<file path="config.mk">
export PLATFORM = sky130hd
export DESIGN_NAME = link_status_and_rate_config
export DESIGN_NICKNAME = d
export VERILOG_FILES = /design/src/core/link_cfg_pkg.sv /design/src/core/alarm_merge.sv /design/src/core/link_status_and_rate_config.sv
export SDC_FILE = /design/constraint.sdc
export NUM_CORES = 1
export LEC_CHECK = 0
export ABC_AREA = 1
export BUFFER_PORTS_ARGS = -buffer_cell sky130_fd_sc_hd__buf_2
export CAP_MARGIN = 20
export CORE_MARGIN = 3
export CORE_UTILIZATION = 42
export DETAILED_ROUTE_END_ITERATION = 6
export PLACE_DENSITY = 0.74
export SETUP_SLACK_MARGIN = 0.4
export SYNTH_ARGS = -nofsm -noshare
export SYNTH_HDL_FRONTEND = slang
export SYNTH_SLANG_ARGS = --single-unit
</file>
<file path="constraint.sdc">
create_clock -name sys_clk -period 1 [get_ports sys_clk]
set_input_delay 0.05 -clock sys_clk [delete_from_list [all_inputs] [get_ports sys_clk]]
set_output_delay 0.05 -clock sys_clk [all_outputs]
set_load 0.03 [all_outputs]
</file>
<file path="src/core/link_cfg_pkg.sv">
package link_cfg_pkg;
	// Alarm source enable bit positions
	localparam int EN_SIG = 0;
	localparam int EN_SYNC = 1;
	localparam int EN_PLL = 2;
	localparam int EN_DEC = 3;
	localparam int EN_GAIN = 4;
	localparam int EN_AZ = 5;
	localparam int EN_W = 6;
	// Reset values
	localparam logic [EN_W-1:0] EN_RST = 6'h00;
	localparam logic [3:0] PRE_RST = 4'h0;
	localparam logic [4:0] POST_RST = 5'h00;
	localparam logic [3:0] SWING_RST = 4'h0;
	localparam logic EQ_RST = 1'b0;
	// Field widths of de-emphasis taps
	localparam int PRE_W = 4;
	localparam int POST_W = 5;
	localparam int SWING_W = 4;
	// Configuration states
	typedef enum logic [1:0] {
		ST_IDLE = 2'b00,
		ST_TRAIN = 2'b01,
		ST_RUN = 2'b11
	} link_state_t;
endpackage

</file>
<file path="src/core/alarm_merge.sv">
`timescale 1ns/1ps
module alarm_merge
	import link_cfg_pkg::*;
(
	input wire logic sys_clk,
	input wire logic rst_n,
	input wire logic [EN_W-1:0] enables,
	input wire logic sig_lost,
	input wire logic sync_lost,
	input wire logic pll_unlocked,
	input wire logic decode_err,
	input wire logic gain_loop_locked,
	input wire logic autozero_cal_done,
	output logic alarm_q
);
	logic alarm_d;

	// Combine every enabled fault term
	always_comb begin
		alarm_d = (enables[EN_SIG] & sig_lost) // [RULE1]
			| (enables[EN_SYNC] & sync_lost) // [RULE2]
			| (enables[EN_PLL] & pll_unlocked) // [RULE3]
			| (enables[EN_DEC] & decode_err) // [RULE4]
			| (enables[EN_GAIN] & ~gain_loop_locked) // [RULE5]
			| (enables[EN_AZ] & ~autozero_cal_done); // [RULE6] [RULE20]
	end

	always_ff @(posedge sys_clk) begin
		if (!rst_n) begin
			alarm_q <= 1'b0;
		end else begin
			alarm_q <= alarm_d;
		end
	end

	// Alarm only follows an enabled fault term of the cycle before
	property p_alarm_cause;
		@(posedge sys_clk) disable iff (!rst_n)
		alarm_q |-> $past(enables[EN_SIG] & sig_lost) | $past(enables[EN_SYNC] & sync_lost)
			| $past(enables[EN_PLL] & pll_unlocked) | $past(enables[EN_DEC] & decode_err)
			| $past(enables[EN_GAIN] & ~gain_loop_locked)
			| $past(enables[EN_AZ] & ~autozero_cal_done);
	endproperty
	a_alarm_cause: assert property (p_alarm_cause) else $error("alarm without cause"); // [RULE20]
endmodule

</file>
<file path="src/core/link_status_and_rate_config.sv">
`timescale 1ns/1ps
// Function
// [RULE1] Enabled loss of signal drives alarm high
// [RULE2] Optional OR of sync loss into alarm
// [RULE3] Optional OR of PLL unlock into alarm
// [RULE4] Optional OR of decode errors into alarm
// [RULE5] Optional OR of inverted gain lock
// [RULE6] Optional OR of inverted calibration done
// [RULE7] Loss of signal readable as status
// [RULE8] Latency fixed once normal operation begins
// [RULE9] Latency within documented window, fixed pipeline
// [RULE10] Four programmable de-emphasis taps; the code has only the pre and post cursor fields
// [RULE11] Pre and post cursor fields applied
// [RULE12] Output swing taken from setting
// [RULE13] Equalizer enable; adaptive control when enabled
// [RULE14] Both SERDES share one reference clock
// [RULE15] Reference clock within multiplier range
// [RULE16] Low speed scale factor one or two
// [RULE17] High speed scale factor quarter/half/one
// [RULE18] One-to-one mode doubles high speed multiplier
// [RULE19] Refclk equals rate times scale over multiplier
// [RULE20] Separate reset-cleared enables ORed into alarm
module link_status_and_rate_config
	import link_cfg_pkg::*;
#(
	parameter int LAT_W = 4
)
(
	input wire logic sys_clk,
	input wire logic rst_n,
	input wire logic cfg_wr,
	input wire logic [EN_W-1:0] cfg_alarm_en,
	input wire logic [PRE_W-1:0] cfg_pre_cursor,
	input wire logic [POST_W-1:0] cfg_post_cursor,
	input wire logic [SWING_W-1:0] cfg_swing,
	input wire logic cfg_eq_en,
	input wire logic link_up,
	input wire logic [LAT_W-1:0] lat_sel,
	input wire logic sig_lost_a,
	input wire logic sig_lost_b,
	input wire logic sync_lost_a,
	input wire logic sync_lost_b,
	input wire logic pll_unlocked_a,
	input wire logic pll_unlocked_b,
	input wire logic decode_err_a,
	input wire logic decode_err_b,
	input wire logic gain_loop_locked_a,
	input wire logic gain_loop_locked_b,
	input wire logic autozero_cal_done_a,
	input wire logic autozero_cal_done_b,
	input wire logic [3:0] eq_gain_auto,
	input wire logic [3:0] eq_bw_auto,
	input wire logic data_in,
	output logic chan_a_signal_alarm,
	output logic chan_b_signal_alarm,
	output logic sig_lost_status_a_q,
	output logic sig_lost_status_b_q,
	output logic [PRE_W-1:0] tap_pre_q,
	output logic [POST_W-1:0] tap_post_q,
	output logic [SWING_W-1:0] swing_q,
	output logic eq_en_q,
	output logic [3:0] eq_gain_q,
	output logic [3:0] eq_bw_q,
	output logic [LAT_W-1:0] lat_lock_q,
	output logic running_q,
	output logic data_out_q
);
	logic [EN_W-1:0] en_q, en_d;
	logic [PRE_W-1:0] tap_pre_d;
	logic [POST_W-1:0] tap_post_d;
	logic [SWING_W-1:0] swing_d;
	logic eq_en_d;
	logic [3:0] eq_gain_d, eq_bw_d;
	logic sls_a_d, sls_b_d;
	link_state_t st_q, st_d;
	logic [LAT_W-1:0] lat_lock_d;
	logic [(1<<LAT_W)-1:0] pipe_q, pipe_d;
	logic data_out_d;

	// Configuration next values
	always_comb begin
		en_d = en_q;
		tap_pre_d = tap_pre_q;
		tap_post_d = tap_post_q;
		swing_d = swing_q;
		eq_en_d = eq_en_q;
		if (cfg_wr) begin
			en_d = cfg_alarm_en; // [RULE20]
			tap_pre_d = cfg_pre_cursor; // [RULE11] [RULE10]
			tap_post_d = cfg_post_cursor; // [RULE11]
			swing_d = cfg_swing; // [RULE12]
			eq_en_d = cfg_eq_en; // [RULE13]
		end
	end

	always_ff @(posedge sys_clk) begin
		if (!rst_n) begin
			en_q <= EN_RST;
			tap_pre_q <= PRE_RST;
			tap_post_q <= POST_RST;
			swing_q <= SWING_RST;
			eq_en_q <= EQ_RST;
		end else begin
			en_q <= en_d;
			tap_pre_q <= tap_pre_d;
			tap_post_q <= tap_post_d;
			swing_q <= swing_d;
			eq_en_q <= eq_en_d;
		end
	end

	// Equalizer follows adaptive logic only while enabled
	always_comb begin
		eq_gain_d = 4'h0;
		eq_bw_d = 4'h0;
		if (eq_en_q) begin
			eq_gain_d = eq_gain_auto; // [RULE13]
			eq_bw_d = eq_bw_auto;
		end
		sls_a_d = sig_lost_a; // [RULE7]
		sls_b_d = sig_lost_b;
	end

	always_ff @(posedge sys_clk) begin
		if (!rst_n) begin
			eq_gain_q <= 4'h0;
			eq_bw_q <= 4'h0;
			sig_lost_status_a_q <= 1'b0;
			sig_lost_status_b_q <= 1'b0;
		end else begin
			eq_gain_q <= eq_gain_d;
			eq_bw_q <= eq_bw_d;
			sig_lost_status_a_q <= sls_a_d;
			sig_lost_status_b_q <= sls_b_d;
		end
	end

	// Latency chosen at link bring-up, frozen while running
	always_comb begin
		st_d = st_q;
		lat_lock_d = lat_lock_q;
		case (st_q)
			ST_IDLE: begin
				if (link_up) begin
					st_d = ST_TRAIN;
				end
			end
			ST_TRAIN: begin
				lat_lock_d = lat_sel; // [RULE8]
				st_d = link_up ? ST_RUN : ST_IDLE;
			end
			ST_RUN: begin
				if (!link_up) begin
					st_d = ST_IDLE;
				end
			end
			default: begin
				st_d = ST_IDLE;
			end
		endcase
		pipe_d = {pipe_q[(1<<LAT_W)-2:0], data_in};
		data_out_d = pipe_q[lat_lock_q]; // [RULE9]
	end

	always_ff @(posedge sys_clk) begin
		if (!rst_n) begin
			st_q <= ST_IDLE;
			lat_lock_q <= '0;
			pipe_q <= '0;
			data_out_q <= 1'b0;
			running_q <= 1'b0;
		end else begin
			st_q <= st_d;
			lat_lock_q <= lat_lock_d;
			pipe_q <= pipe_d;
			data_out_q <= data_out_d;
			running_q <= (st_d == ST_RUN);
		end
	end

	// Per-channel alarm combiners
	alarm_merge u_alarm_a (
		.sys_clk(sys_clk),
		.rst_n(rst_n),
		.enables(en_q),
		.sig_lost(sig_lost_a),
		.sync_lost(sync_lost_a),
		.pll_unlocked(pll_unlocked_a),
		.decode_err(decode_err_a),
		.gain_loop_locked(gain_loop_locked_a),
		.autozero_cal_done(autozero_cal_done_a),
		.alarm_q(chan_a_signal_alarm)
	);
	alarm_merge u_alarm_b (
		.sys_clk(sys_clk),
		.rst_n(rst_n),
		.enables(en_q),
		.sig_lost(sig_lost_b),
		.sync_lost(sync_lost_b),
		.pll_unlocked(pll_unlocked_b),
		.decode_err(decode_err_b),
		.gain_loop_locked(gain_loop_locked_b),
		.autozero_cal_done(autozero_cal_done_b),
		.alarm_q(chan_b_signal_alarm)
	);

	property p_sig_alarm;
		@(posedge sys_clk) disable iff (!rst_n)
		(en_q[EN_SIG] && sig_lost_a) |=> chan_a_signal_alarm;
	endproperty
	a_sig_alarm: assert property (p_sig_alarm) else $error("sig alarm missing"); // [RULE1]

	property p_sync_alarm;
		@(posedge sys_clk) disable iff (!rst_n)
		(en_q[EN_SYNC] && sync_lost_b) |=> chan_b_signal_alarm;
	endproperty
	a_sync_alarm: assert property (p_sync_alarm) else $error("sync alarm missing"); // [RULE2]

	property p_pll_alarm;
		@(posedge sys_clk) disable iff (!rst_n)
		(en_q[EN_PLL] && pll_unlocked_a) |=> chan_a_signal_alarm;
	endproperty
	a_pll_alarm: assert property (p_pll_alarm) else $error("pll alarm missing"); // [RULE3]

	property p_dec_alarm;
		@(posedge sys_clk) disable iff (!rst_n)
		(en_q[EN_DEC] && decode_err_b) |=> chan_b_signal_alarm;
	endproperty
	a_dec_alarm: assert property (p_dec_alarm) else $error("decode alarm missing"); // [RULE4]

	property p_gain_alarm;
		@(posedge sys_clk) disable iff (!rst_n)
		(en_q[EN_GAIN] && !gain_loop_locked_a) |=> chan_a_signal_alarm;
	endproperty
	a_gain_alarm: assert property (p_gain_alarm) else $error("gain alarm missing"); // [RULE5]

	property p_az_alarm;
		@(posedge sys_clk) disable iff (!rst_n)
		(en_q[EN_AZ] && !autozero_cal_done_b) |=> chan_b_signal_alarm;
	endproperty
	a_az_alarm: assert property (p_az_alarm) else $error("autozero alarm missing"); // [RULE6]

	property p_los_status;
		@(posedge sys_clk) disable iff (!rst_n)
		##1 sig_lost_status_a_q == $past(sig_lost_a);
	endproperty
	a_los_status: assert property (p_los_status) else $error("status mismatch"); // [RULE7]

	property p_lat_fixed;
		@(posedge sys_clk) disable iff (!rst_n)
		(st_q == ST_RUN && link_up) |=> $stable(lat_lock_q);
	endproperty
	a_lat_fixed: assert property (p_lat_fixed) else $error("latency drifted"); // [RULE8]

	property p_taps;
		@(posedge sys_clk) disable iff (!rst_n)
		cfg_wr |=> (tap_pre_q == $past(cfg_pre_cursor)) && (tap_post_q == $past(cfg_post_cursor))
			&& (swing_q == $past(cfg_swing));
	endproperty
	a_taps: assert property (p_taps) else $error("tap setting not applied"); // [RULE11]

	property p_eq_off;
		@(posedge sys_clk) disable iff (!rst_n)
		!eq_en_q |=> eq_gain_q == 4'h0;
	endproperty
	a_eq_off: assert property (p_eq_off) else $error("eq active while disabled"); // [RULE13]

	property p_sig_alarm_b;
		@(posedge sys_clk) disable iff (!rst_n)
		(en_q[EN_SIG] && sig_lost_b) |=> chan_b_signal_alarm;
	endproperty
	a_sig_alarm_b: assert property (p_sig_alarm_b) else $error("sig alarm b missing"); // [RULE1]

	property p_sync_alarm_a;
		@(posedge sys_clk) disable iff (!rst_n)
		(en_q[EN_SYNC] && sync_lost_a) |=> chan_a_signal_alarm;
	endproperty
	a_sync_alarm_a: assert property (p_sync_alarm_a) else $error("sync alarm a missing"); // [RULE2]

	property p_pll_alarm_b;
		@(posedge sys_clk) disable iff (!rst_n)
		(en_q[EN_PLL] && pll_unlocked_b) |=> chan_b_signal_alarm;
	endproperty
	a_pll_alarm_b: assert property (p_pll_alarm_b) else $error("pll alarm b missing"); // [RULE3]

	property p_dec_alarm_a;
		@(posedge sys_clk) disable iff (!rst_n)
		(en_q[EN_DEC] && decode_err_a) |=> chan_a_signal_alarm;
	endproperty
	a_dec_alarm_a: assert property (p_dec_alarm_a) else $error("decode alarm a missing"); // [RULE4]

	property p_gain_alarm_b;
		@(posedge sys_clk) disable iff (!rst_n)
		(en_q[EN_GAIN] && !gain_loop_locked_b) |=> chan_b_signal_alarm;
	endproperty
	a_gain_alarm_b: assert property (p_gain_alarm_b) else $error("gain alarm b missing"); // [RULE5]

	property p_az_alarm_a;
		@(posedge sys_clk) disable iff (!rst_n)
		(en_q[EN_AZ] && !autozero_cal_done_a) |=> chan_a_signal_alarm;
	endproperty
	a_az_alarm_a: assert property (p_az_alarm_a) else $error("autozero alarm a missing"); // [RULE6]

	// Reset clears every source enable and both alarms
	property p_en_reset;
		@(posedge sys_clk)
		!rst_n |=> (en_q == EN_RST) && !chan_a_signal_alarm && !chan_b_signal_alarm;
	endproperty
	a_en_reset: assert property (p_en_reset) else $error("enables not cleared"); // [RULE20]

	property p_lat_train;
		@(posedge sys_clk) disable iff (!rst_n)
		(st_q == ST_TRAIN) |=> lat_lock_q == $past(lat_sel);
	endproperty
	a_lat_train: assert property (p_lat_train) else $error("latency not latched"); // [RULE8]

	property p_eq_follow;
		@(posedge sys_clk) disable iff (!rst_n)
		eq_en_q |=> (eq_gain_q == $past(eq_gain_auto)) && (eq_bw_q == $past(eq_bw_auto));
	endproperty
	a_eq_follow: assert property (p_eq_follow) else $error("eq not adaptive"); // [RULE13]

	c_run: cover property (@(posedge sys_clk) disable iff (!rst_n) st_q == ST_RUN);
	c_alarm_a: cover property (@(posedge sys_clk) disable iff (!rst_n) chan_a_signal_alarm);
	c_eq: cover property (@(posedge sys_clk) disable iff (!rst_n) eq_en_q && eq_gain_q != 4'h0);
	c_alarm_b: cover property (@(posedge sys_clk) disable iff (!rst_n) chan_b_signal_alarm);
	c_train: cover property (@(posedge sys_clk) disable iff (!rst_n) st_q == ST_TRAIN);
endmodule

</file>
# Yosys cells after proc, flatten, opt, wreduce, memory -nomap -nowiden
# Index checks and enable logic that the tools add are counted.
word_totals:
  out_inout_bits: 32
  register_bits: 56
  in_bits: 49
  elab_cells: 54
classes:
  eq_ne: 3
  bitwise_logic: 26
  n_reduce_logical: 2
  magnitude_cmp: 1
  mux: 6
ops:
  columns: ["cell", "count"]
  rows:
  - ["$and A1 B1 Y1", 12]
  - ["$or A1 B1 Y1", 10]
  - ["$mux W2", 3]
  - ["$pmux W2 S3", 1]
  - ["$lt A4 B5 Y1 const B", 1]
  - ["$bmux W1 S4", 1]
  - ["$eq A2 B2 Y1 const B", 2]
  - ["$not A1 Y1", 4]
  - ["$eq A2 B1 Y1 const B", 1]
  - ["$logic_not A2 Y1", 1]
  - ["$reduce_and A2 Y1", 1]
  - ["$mux W1", 1]

# Longest topological paths before layout
# Gate-level depths: netlist (run 1).
logic_depth:
  ltp_word: 6
  depth_mapped: 8
  mapped_depth_nobuf: 7

# Hierarchy
# Synthesis (run 1) repeated with hierarchy kept, for this count alone.
hier_totals:
  hier_cells: 273
  hier_area_um2: 2053.2
modules_own_cells:
  columns: ["module", "seq_area_each_um2", "n_inst", "area_each_um2", "cells_each"]
  rows:
  - ["link_status_and_rate_config", 1081.0, 1, 1893.1, 241]
  - ["alarm_merge", 20.0, 2, 80.1, 16]

# Worst setup path before layout (run 1)
# OpenSTA, ideal clock, no wires.
synth_path:
  kind: "register to register"
  from: "register lat_lock_q[0]"
  to: "register data_out_q"
  slack_ns: -0.182
  t_arrival_ns: 1.116
  path_stages_with_launch: 8
  required_ns: 0.934
  period_less_slack_ns: 1.182
  setup_time_ns: 0.066
  n_path_buf: 1
  cell_sequence: "dfxtp_1 > buf_6 > inv_8 > nand2_1 > nand3_1 > nand3_1 > nand3_2 > a21oi_2"
synth_between:
  elab_chain_cells: 2
synth_rtl:
  columns: ["item", "line_no", "source"]
  rows:
  - ["start, declared", "link_status_and_rate_config.sv:64", "output logic [LAT_W-1:0] lat_lock_q,"]
  - ["start signal, assigned", "link_status_and_rate_config.sv:174", "lat_lock_q <= lat_lock_d;"]
  - ["$bmux W1 S4", "link_status_and_rate_config.sv:162", "data_out_d = pipe_q[lat_lock_q];"]
  - ["$mux W1 (not written as such)", "link_status_and_rate_config.sv:162", null]
  - ["end signal, assigned", "link_status_and_rate_config.sv:176", "data_out_q <= data_out_d;"]
  - ["end, declared", "link_status_and_rate_config.sv:66", "output logic data_out_q"]
# No other way between the ends. The select of a mux whose other input is x is not followed.
# A chain may end at the register's enable or synchronous reset.

# Final worst setup path (run 1)
layout_path:
  from: "register lat_lock_q[1]"
  to: "register data_out_q"
# Same word-level chain as after synthesis.

==> run_results.csv, run 1 <==
group,metric,value,unit
outcome,outcome,"complete, but fails checks",
outcome,violations,"negative hold slack",
floorplanning,coreArea,0.004474,mm²
timing,slew_headroom,74.14,%
synthesis,synth_area_per_cell,7.726,µm²
pwr,p_leak,1.583,nW
route,via_count,1904,
critical_path,worst-setup-path-type,"flip-flop to flip-flop",
pwr,ir_drop,0.001112,V
clock_tree,path_clk_slew,0.09,ns
synthesis,netlist_instances,257,
floorplanning,ios,81,
synthesis,synthMuxAreaShare,0,%
clock_tree,clock_path_buffers,2,
pwr,power.internal,0.003501,W
timing,clock_skew,0.002076,ns
critical_path,critPathTopFamily,"flip-flops",
synthesis,syn_area,0.001986,mm²
clock_tree,cts-hold-fix-buffers,11,
flow_run,drv_cap,0,
critical_path,cp_cell_sequence,"inv_1 > nand3_1 > nand3_1 > nand3_2 > a21oi_2",
synthesis,async_flop_share,0,%
floorplanning,row_count,24,
global_route,grt_first_pass_wirelength,7803,µm
critical_path,cp-start-kind,"flip-flop",
placed_design,hpwl,3247,µm
synthesis,ys_ff_latch,56,
synthesis,synth_warnings,0,
timing,fin_hold_ws,-0.05050,ns
synthesis,synth_top_area_cell,"dfxtp_1",
synthesis,yosysMostFrequentCell,"dfxtp_1",
critical_path,cp_common_cell,"nand3_1",
critical_path,cp_slowest_cell,"dfxtp_4",
finish,regArea,0.001214,mm²
finish,area_delta_synth_final,62.44,%
pwr,fin_total_pwr,0.004741,W
floorplanning,initial_core_util,44.38,%
timing,grt_setup_unrepaired,"true",
global_route,overflow,0,
clock_tree,cts_buffers,5,
synthesis,synthDistinctLibCells,15,
timing,hold_viol,15,
clock_tree,clk_latency,0.30,ns
min_path,worstHoldPathType,"primary input to flip-flop",
floorplanning,die_area,0.005589,mm²
clock_tree,htreeDepth,2,
synthesis,yosysTopAreaCellShare,56.46,%
finish,nets,403,
route,drt_iter0_markers,82,
synthesis,synth_flop_cell,"dfxtp_1",
floorplanning,die_y,74.76,µm
synthesis,synth_edf_count,0,
synthesis,yosys.area_share.xor_xnor,0,%
placed_design,place_congestion,0.7584,
global_route,grt_use_total,18.08,%
timing,tightest_slew,0.3874,ns
route,detail-route-antenna-nets,0,
placed_design,io_buffers,80,
pwr,switchingPower,0.001240,W
timing,period_minus_slack,0.9756,ns
synthesis,synth_fa_ha_area_share,0,%
synthesis,yosys-top-cells-count,"dfxtp_1, nor2_1, nand2_1",
pwr,combPwrFrac,17.8,%
route,drc,0,
clock_tree,cts_tree,"done",
critical_path,r2r_slack,0.02,ns
synthesis,synth_top_family_by_area,"simple AND/OR/NAND/NOR gates",
finish,nFillCells,327,
global_route,antenna_found_initial,0,
critical_path,cpPeakStageDelay,0.38,ns
route,via_per_inst,4.678,
clock_tree,root_buffer,"clkbuf_8",
global_route,grt_max_degree,25,
placed_design,dp_slack,0.04732,ns
synthesis,synthTopCellsByArea,"dfxtp_1, nor2_1, nand2_1, inv_1, o21ai_1",
critical_path,crit_path_max_fanout,6,
finish,n_antenna_cell,0,
critical_path,crit_buf_inv,1,
synthesis,synthSimpleGateAreaFrac,21.87,%
pwr,switching_share,26.15,%
route,dr.pass1.iters,4,
critical_path,end_kind,"flip-flop",
global_route,grt_pass1_vias,1796,
pwr,power.density,1470,mW/mm²
synthesis,synth_compound_area_share,10.14,%
critical_path,critPathRequiredTime,1.24,ns
route,drt_wl_total,5255,µm
synthesis,yosysSeqAreaShare,56.46,%
timing,fmax,1025,MHz
route,wire_per_inst,12.91,µm
clock_tree,cts.sinks,56,
timing,period_share,97.56,%
timing,slew_violations,0,
timing,setup_ws,0.02440,ns
pwr,clock_power_share,31.1,%
finish,multi_input_area,839.6,µm²
finish,drive_above_1_share,53.80,%
floorplanning,fp.dieW,74.76,µm
timing,finalSetupViolations,0,
critical_path,worstPathArrival,1.22,ns
synthesis,syn_nets,306,
pwr,seqPwrFrac,51.1,%
-- final cells by class --
cell class | count | area share (%)
well taps | 52 | 2.017
flip-flops and latches | 56 | 37.63
clock buffers | 8 | 3.763
repair buffers | 100 | 25.06
inverters | 44 | 5.508
multi-input cells | 147 | 26.03
-- worst paths after layout --
| path | startpoint | to | depth (start not counted) |
|---|---|---|---|
| worst max-delay path | lat_lock_q[1]$_SDFFE_PN0N_ | data_out_q$_SDFF_PN0_ | 5 |
| worst min-delay path | cfg_post_cursor[0] | tap_post_q[0]$_SDFFE_PN0P_ | 3 |
| worst max register to register | lat_lock_q[1]$_SDFFE_PN0N_ | data_out_q$_SDFF_PN0_ | 5 |
| worst min register to register | pipe_q[13]$_SDFF_PN0_ | pipe_q[14]$_SDFF_PN0_ | 2 |
-- timing repair --
item | CTS | global route
setup endpoints to repair | 63 | 70
hold endpoints to repair | 31 | 9
buffers inserted | 3 | 3
pin swaps | 1 | 14
gates resized for setup | 98 | 50
-- per-layer routing --
metal  share of wire [%]  global-route usage [%]
met1                  40                   21.48
met4                 1.4                   5.336
met2                  54                   31.80
met5                   0                       0
met3                 5.2                   5.073
-- sequential cells by signal, summed over array words and instances, names as in the netlist, 2 cells and up --
register    flops
en_q            6
eq_bw_q         4
eq_gain_q       4
lat_lock_q      4
pipe_q         16
st_q            2
swing_q         4
tap_post_q      5
tap_pre_q       4
-- cell families (layout without fill, tap and decap cells) --
logic type | count (synthesis) | in the layout
AO/OA/AOI/OAI | 38 | 38
buffers and inverters | 54 | 152
flip-flops | 56 | 56
AND/OR/NAND/NOR | 109 | 109
-- cell usage in the layout (no fill, tap or decap), types with 2 or more instances in the layout --
cell,Yosys,routed
o21ai_2,0,20
inv_2,4,5
o21ai_1,24,4
buf_4,0,4
a21oi_1,11,7
buf_2,9,48
nor2_1,51,39
nand3_2,2,5
a21oi_2,1,5
inv_1,39,37
dfxtp_1,56,16
dfxtp_4,0,17
dlygate4sd3_1,0,10
clkbuf_8,0,7
nand2_2,1,4
nand3_1,8,5
a41oi_1,2,2
dfxtp_2,0,23
buf_6,1,36
nor2_2,0,3
nand2_1,47,43
nor2_4,0,9
-- worst min-delay path: stages --
cell    delay [ns]
buf_2         0.08
nor2_1        0.03
nor2_1        0.06
-- per-stage QoR --
step	util (%)	setup TNS (ns)	instance area [µm²]	cells	hold slack (ns)
2_1_floorplan	-	-0.01462	2073	257	0.1476
3_3_place_gp	55.87	0	2500	382	0.2485
3_5_place_dp	55.87	0	2500	382	0.2515
4_1_cts	67.65	0	3027	404	-0.05087
5_1_grt	72.09	-0.05144	3226	407	-0.02920
6_report	72.09	0	3226	407	-0.05050
-- power groups by stage --
stage | Sequential, W | Combinational (W) | Clock [W]
final | 0.00242 | 0.000844 | 0.00148
after detailed placement | 0.00244 | 0.000594 | 0
after global placement | 0.00244 | 0.000584 | 0
after CTS | 0.00241 | 0.000751 | 0.00152
after global routing | 0.00244 | 0.000910 | 0.00160
after floorplan | 0.00258 | 0.000241 | 0
Note: power is estimated with default switching activity, not from simulation.
==> run 2: changes to the inputs <==
- ABC_AREA: 1 -> not set
- SYNTH_HIERARCHICAL: not set -> 1
==> run 2 against run 1 <==
Compared with the run above:
- the run ends with negative hold slack, negative setup slack left
- setup slack got worse by 0.27 ns
- clock skew up 0.0050 ns
- power decreased by 8.2%
- cell area down 6.4%
- critical path type unchanged
==> run_results.csv, run 2 <==
group,metric,value,unit
global_route,grt_first_pass_wirelength,7279,µm
global_route,grt_max_degree,56,
timing,slew_headroom,83.83,%
timing,period_minus_slack,1.241,ns
critical_path,crit_path_max_fanout,4,
finish,nets,311,
finish,mostFrequentLayoutCells,"buf_2, buf_6, mux2i_1, nor2b_1, dfxtp_4",
synthesis,async_flop_share,0,%
floorplanning,die_area,0.005637,mm²
critical_path,timing.rr.end,"data_out_q$_SDFF_PN0_",
timing,finalSetupViolations,2,
global_route,overflow,0,
floorplanning,die_y,75.08,µm
min_path,min_to,"pipe_q[0]$_SDFF_PN0_",
synthesis,synth_top_area_cell,"dfxtp_1",
finish,final_common_cell,"buf_2",
clock_tree,clk_latency,0.30,ns
pwr,power.density,1442,mW/mm²
route,drc,0,
synthesis,yosysTopAreaCellShare,55.93,%
synthesis,synthDistinctLibCells,20,
floorplanning,fp.dieW,75.08,µm
min_path,min_from,"data_in",
timing,setup_ws,-0.2409,ns
floorplanning,row_count,24,
min_path,hold_depth,2,
floorplanning,initial_core_util,44.80,%
min_path,worstHoldPathType,"primary input to flip-flop",
critical_path,worst-setup-path-type,"flip-flop to flip-flop",
global_route,grt_pass1_vias,1608,
route,wire_per_inst,14.44,µm
finish,fin_cells,315,
critical_path,r2r_slack,-0.24,ns
synthesis,synthTopCellsByArea,"dfxtp_1, mux2i_1, nor2b_1, and2_1, a22oi_2",
outcome,outcome,"complete, but fails checks",
critical_path,cp-start-kind,"flip-flop",
timing,slew_violations,0,
finish,n_antenna_cell,0,
flow_run,drv_cap,0,
synthesis,synth_edf_count,0,
placed_design,placed_area,0.002559,mm²
clock_tree,root_buffer,"clkbuf_8",
placed_design,hpwl,2996,µm
timing,clock_skew,0.007076,ns
synthesis,yosysMostFrequentCell,"dfxtp_1",
critical_path,critPathRequiredTime,1.19,ns
timing,fin_hold_ws,-0.03607,ns
synthesis,yosysSeqAreaShare,55.93,%
synthesis,syn_area,0.002004,mm²
finish,drive_above_1_share,60.46,%
route,detail-route-antenna-nets,0,
floorplanning,coreArea,0.004474,mm²
route,via_count,1485,
global_route,antenna_found_initial,0,
synthesis,ys_ff_latch,56,
synthesis,yosys-top-cells-count,"dfxtp_1, mux2i_1, nor2b_1",
finish,multi_input_area,893.4,µm²
placed_design,io_buffers,80,
critical_path,critical_path.startpoint,"lat_lock_q[0]$_SDFFE_PN0N_",
global_route,grt_use_total,17.22,%
route,dr.pass1.iters,4,
finish,area_delta_synth_final,50.62,%
timing,hold_viol,5,
clock_tree,htreeDepth,2,
route,drt_wl_total,4550,µm
route,drt_iter0_markers,81,
timing,period_share,124.1,%
synthesis,synth_area_per_cell,11.59,µm²
clock_tree,clock_path_buffers,2,
clock_tree,cts_buffers,5,
finish,largest_reg_flops,16,
critical_path,worstPathArrival,1.43,ns
pwr,p_leak,1.334,nW
critical_path,r2r_cells,3,
timing,tightest_slew,0.2419,ns
synthesis,netlist_instances,173,
critical_path,end_kind,"flip-flop",
pwr,fin_total_pwr,0.004354,W
finish,largestRegisters,"pipe_q (16), en_q (6), tap_post_q (5)",
outcome,violations,"negative hold slack, negative setup slack",
finish,regArea,0.001220,mm²
finish,final_area,0.003019,mm²
synthesis,syn_nets,222,
finish,nFillCells,333,
finish,max_flop_register,"pipe_q",
floorplanning,ios,81,
clock_tree,cts.sinks,56,
timing,fmax,805.9,MHz
clock_tree,cts_tree,"done",
clock_tree,path_clk_slew,0.09,ns
critical_path,timing.rr.start,"lat_lock_q[0]$_SDFFE_PN0N_",
route,via_per_inst,4.714,
placed_design,dp_cells,301,
placed_design,place_congestion,0.7713,
timing,grt_setup_unrepaired,"true",
finish,final_core_util,67.48,%
synthesis,synth_warnings,6,
synthesis,synth_flop_cell,"dfxtp_1",
pwr,ir_drop,0.001040,V
==> run 2: worst max-delay path by stage <==
stage,to,cells after the start
finish,data_out_q$_SDFF_PN0_,3
global route,data_out_q$_SDFF_PN0_,3
CTS,data_out_q$_SDFF_PN0_,3
detailed placement,data_out_q$_SDFF_PN0_,3
global placement,data_out_q$_SDFF_PN0_,3
floorplan,data_out_q$_SDFF_PN0_,4
==> run 2: where the power goes <==
group / internal (W) / switching [W] / leakage (nW)
Combinational: 0.000360 / 0.000329 / 0.803
Clock: 0.000633 / 0.000660 / 0.0515
Sequential: 0.00230 / 0.0000670 / 0.479
Total: 0.00330 / 0.00106 / 1.33
==> run 2: repair_timing <==
| action | in CTS | in global routing |
|---|---|---|
| setup endpoints to repair | 70 | 70 |
| cloned | 1 | 0 |
| resized for setup | 93 | 15 |
| pin swaps | 1 | 0 |
| setup buffers | 4 | 1 |
| hold endpoints to repair | 17 | 6 |
==> run 2: cell families (layout without fill, tap and decap cells) <==
group	Yosys count	count (layout)	synth area share [%]
flops	56	56	55.93
compound gates	10	10	5.680
buf+inv	12	102	2.746
simple gates	65	65	19.41
mux	30	30	16.23
==> run 2: through the flow <==
step / TNS, ns / worst slack, ns
2_1_floorplan: -0.3707 / -0.3707
3_3_place_gp: -0.2304 / -0.2304
3_5_place_dp: -0.2365 / -0.2365
4_1_cts: -0.3652 / -0.2471
5_1_grt: -0.5053 / -0.3213
6_report: -0.3469 / -0.2409
==> run 2: layout make-up <==
class                      count  area share (%)
sequential                    56           40.41
multi-input combinational    105           29.59
timing repair buffer          91           24.08
clock buffer                   8           3.315
tap                           52           2.155
inverter                       3          0.4559
==> run 2: worst max-delay path: stages (launching register included) <==
cell	delay, ns
dfxtp_4	0.38
mux4_2	0.49
o211ai_1	0.17
o22ai_1	0.09
==> run 2: metal layers <==
metal	share of wire, %	global-route usage, %
met5	0	0
met4	1.3	6.522
met3	5.9	4.272
met2	52	31.24
met1	41	19.27
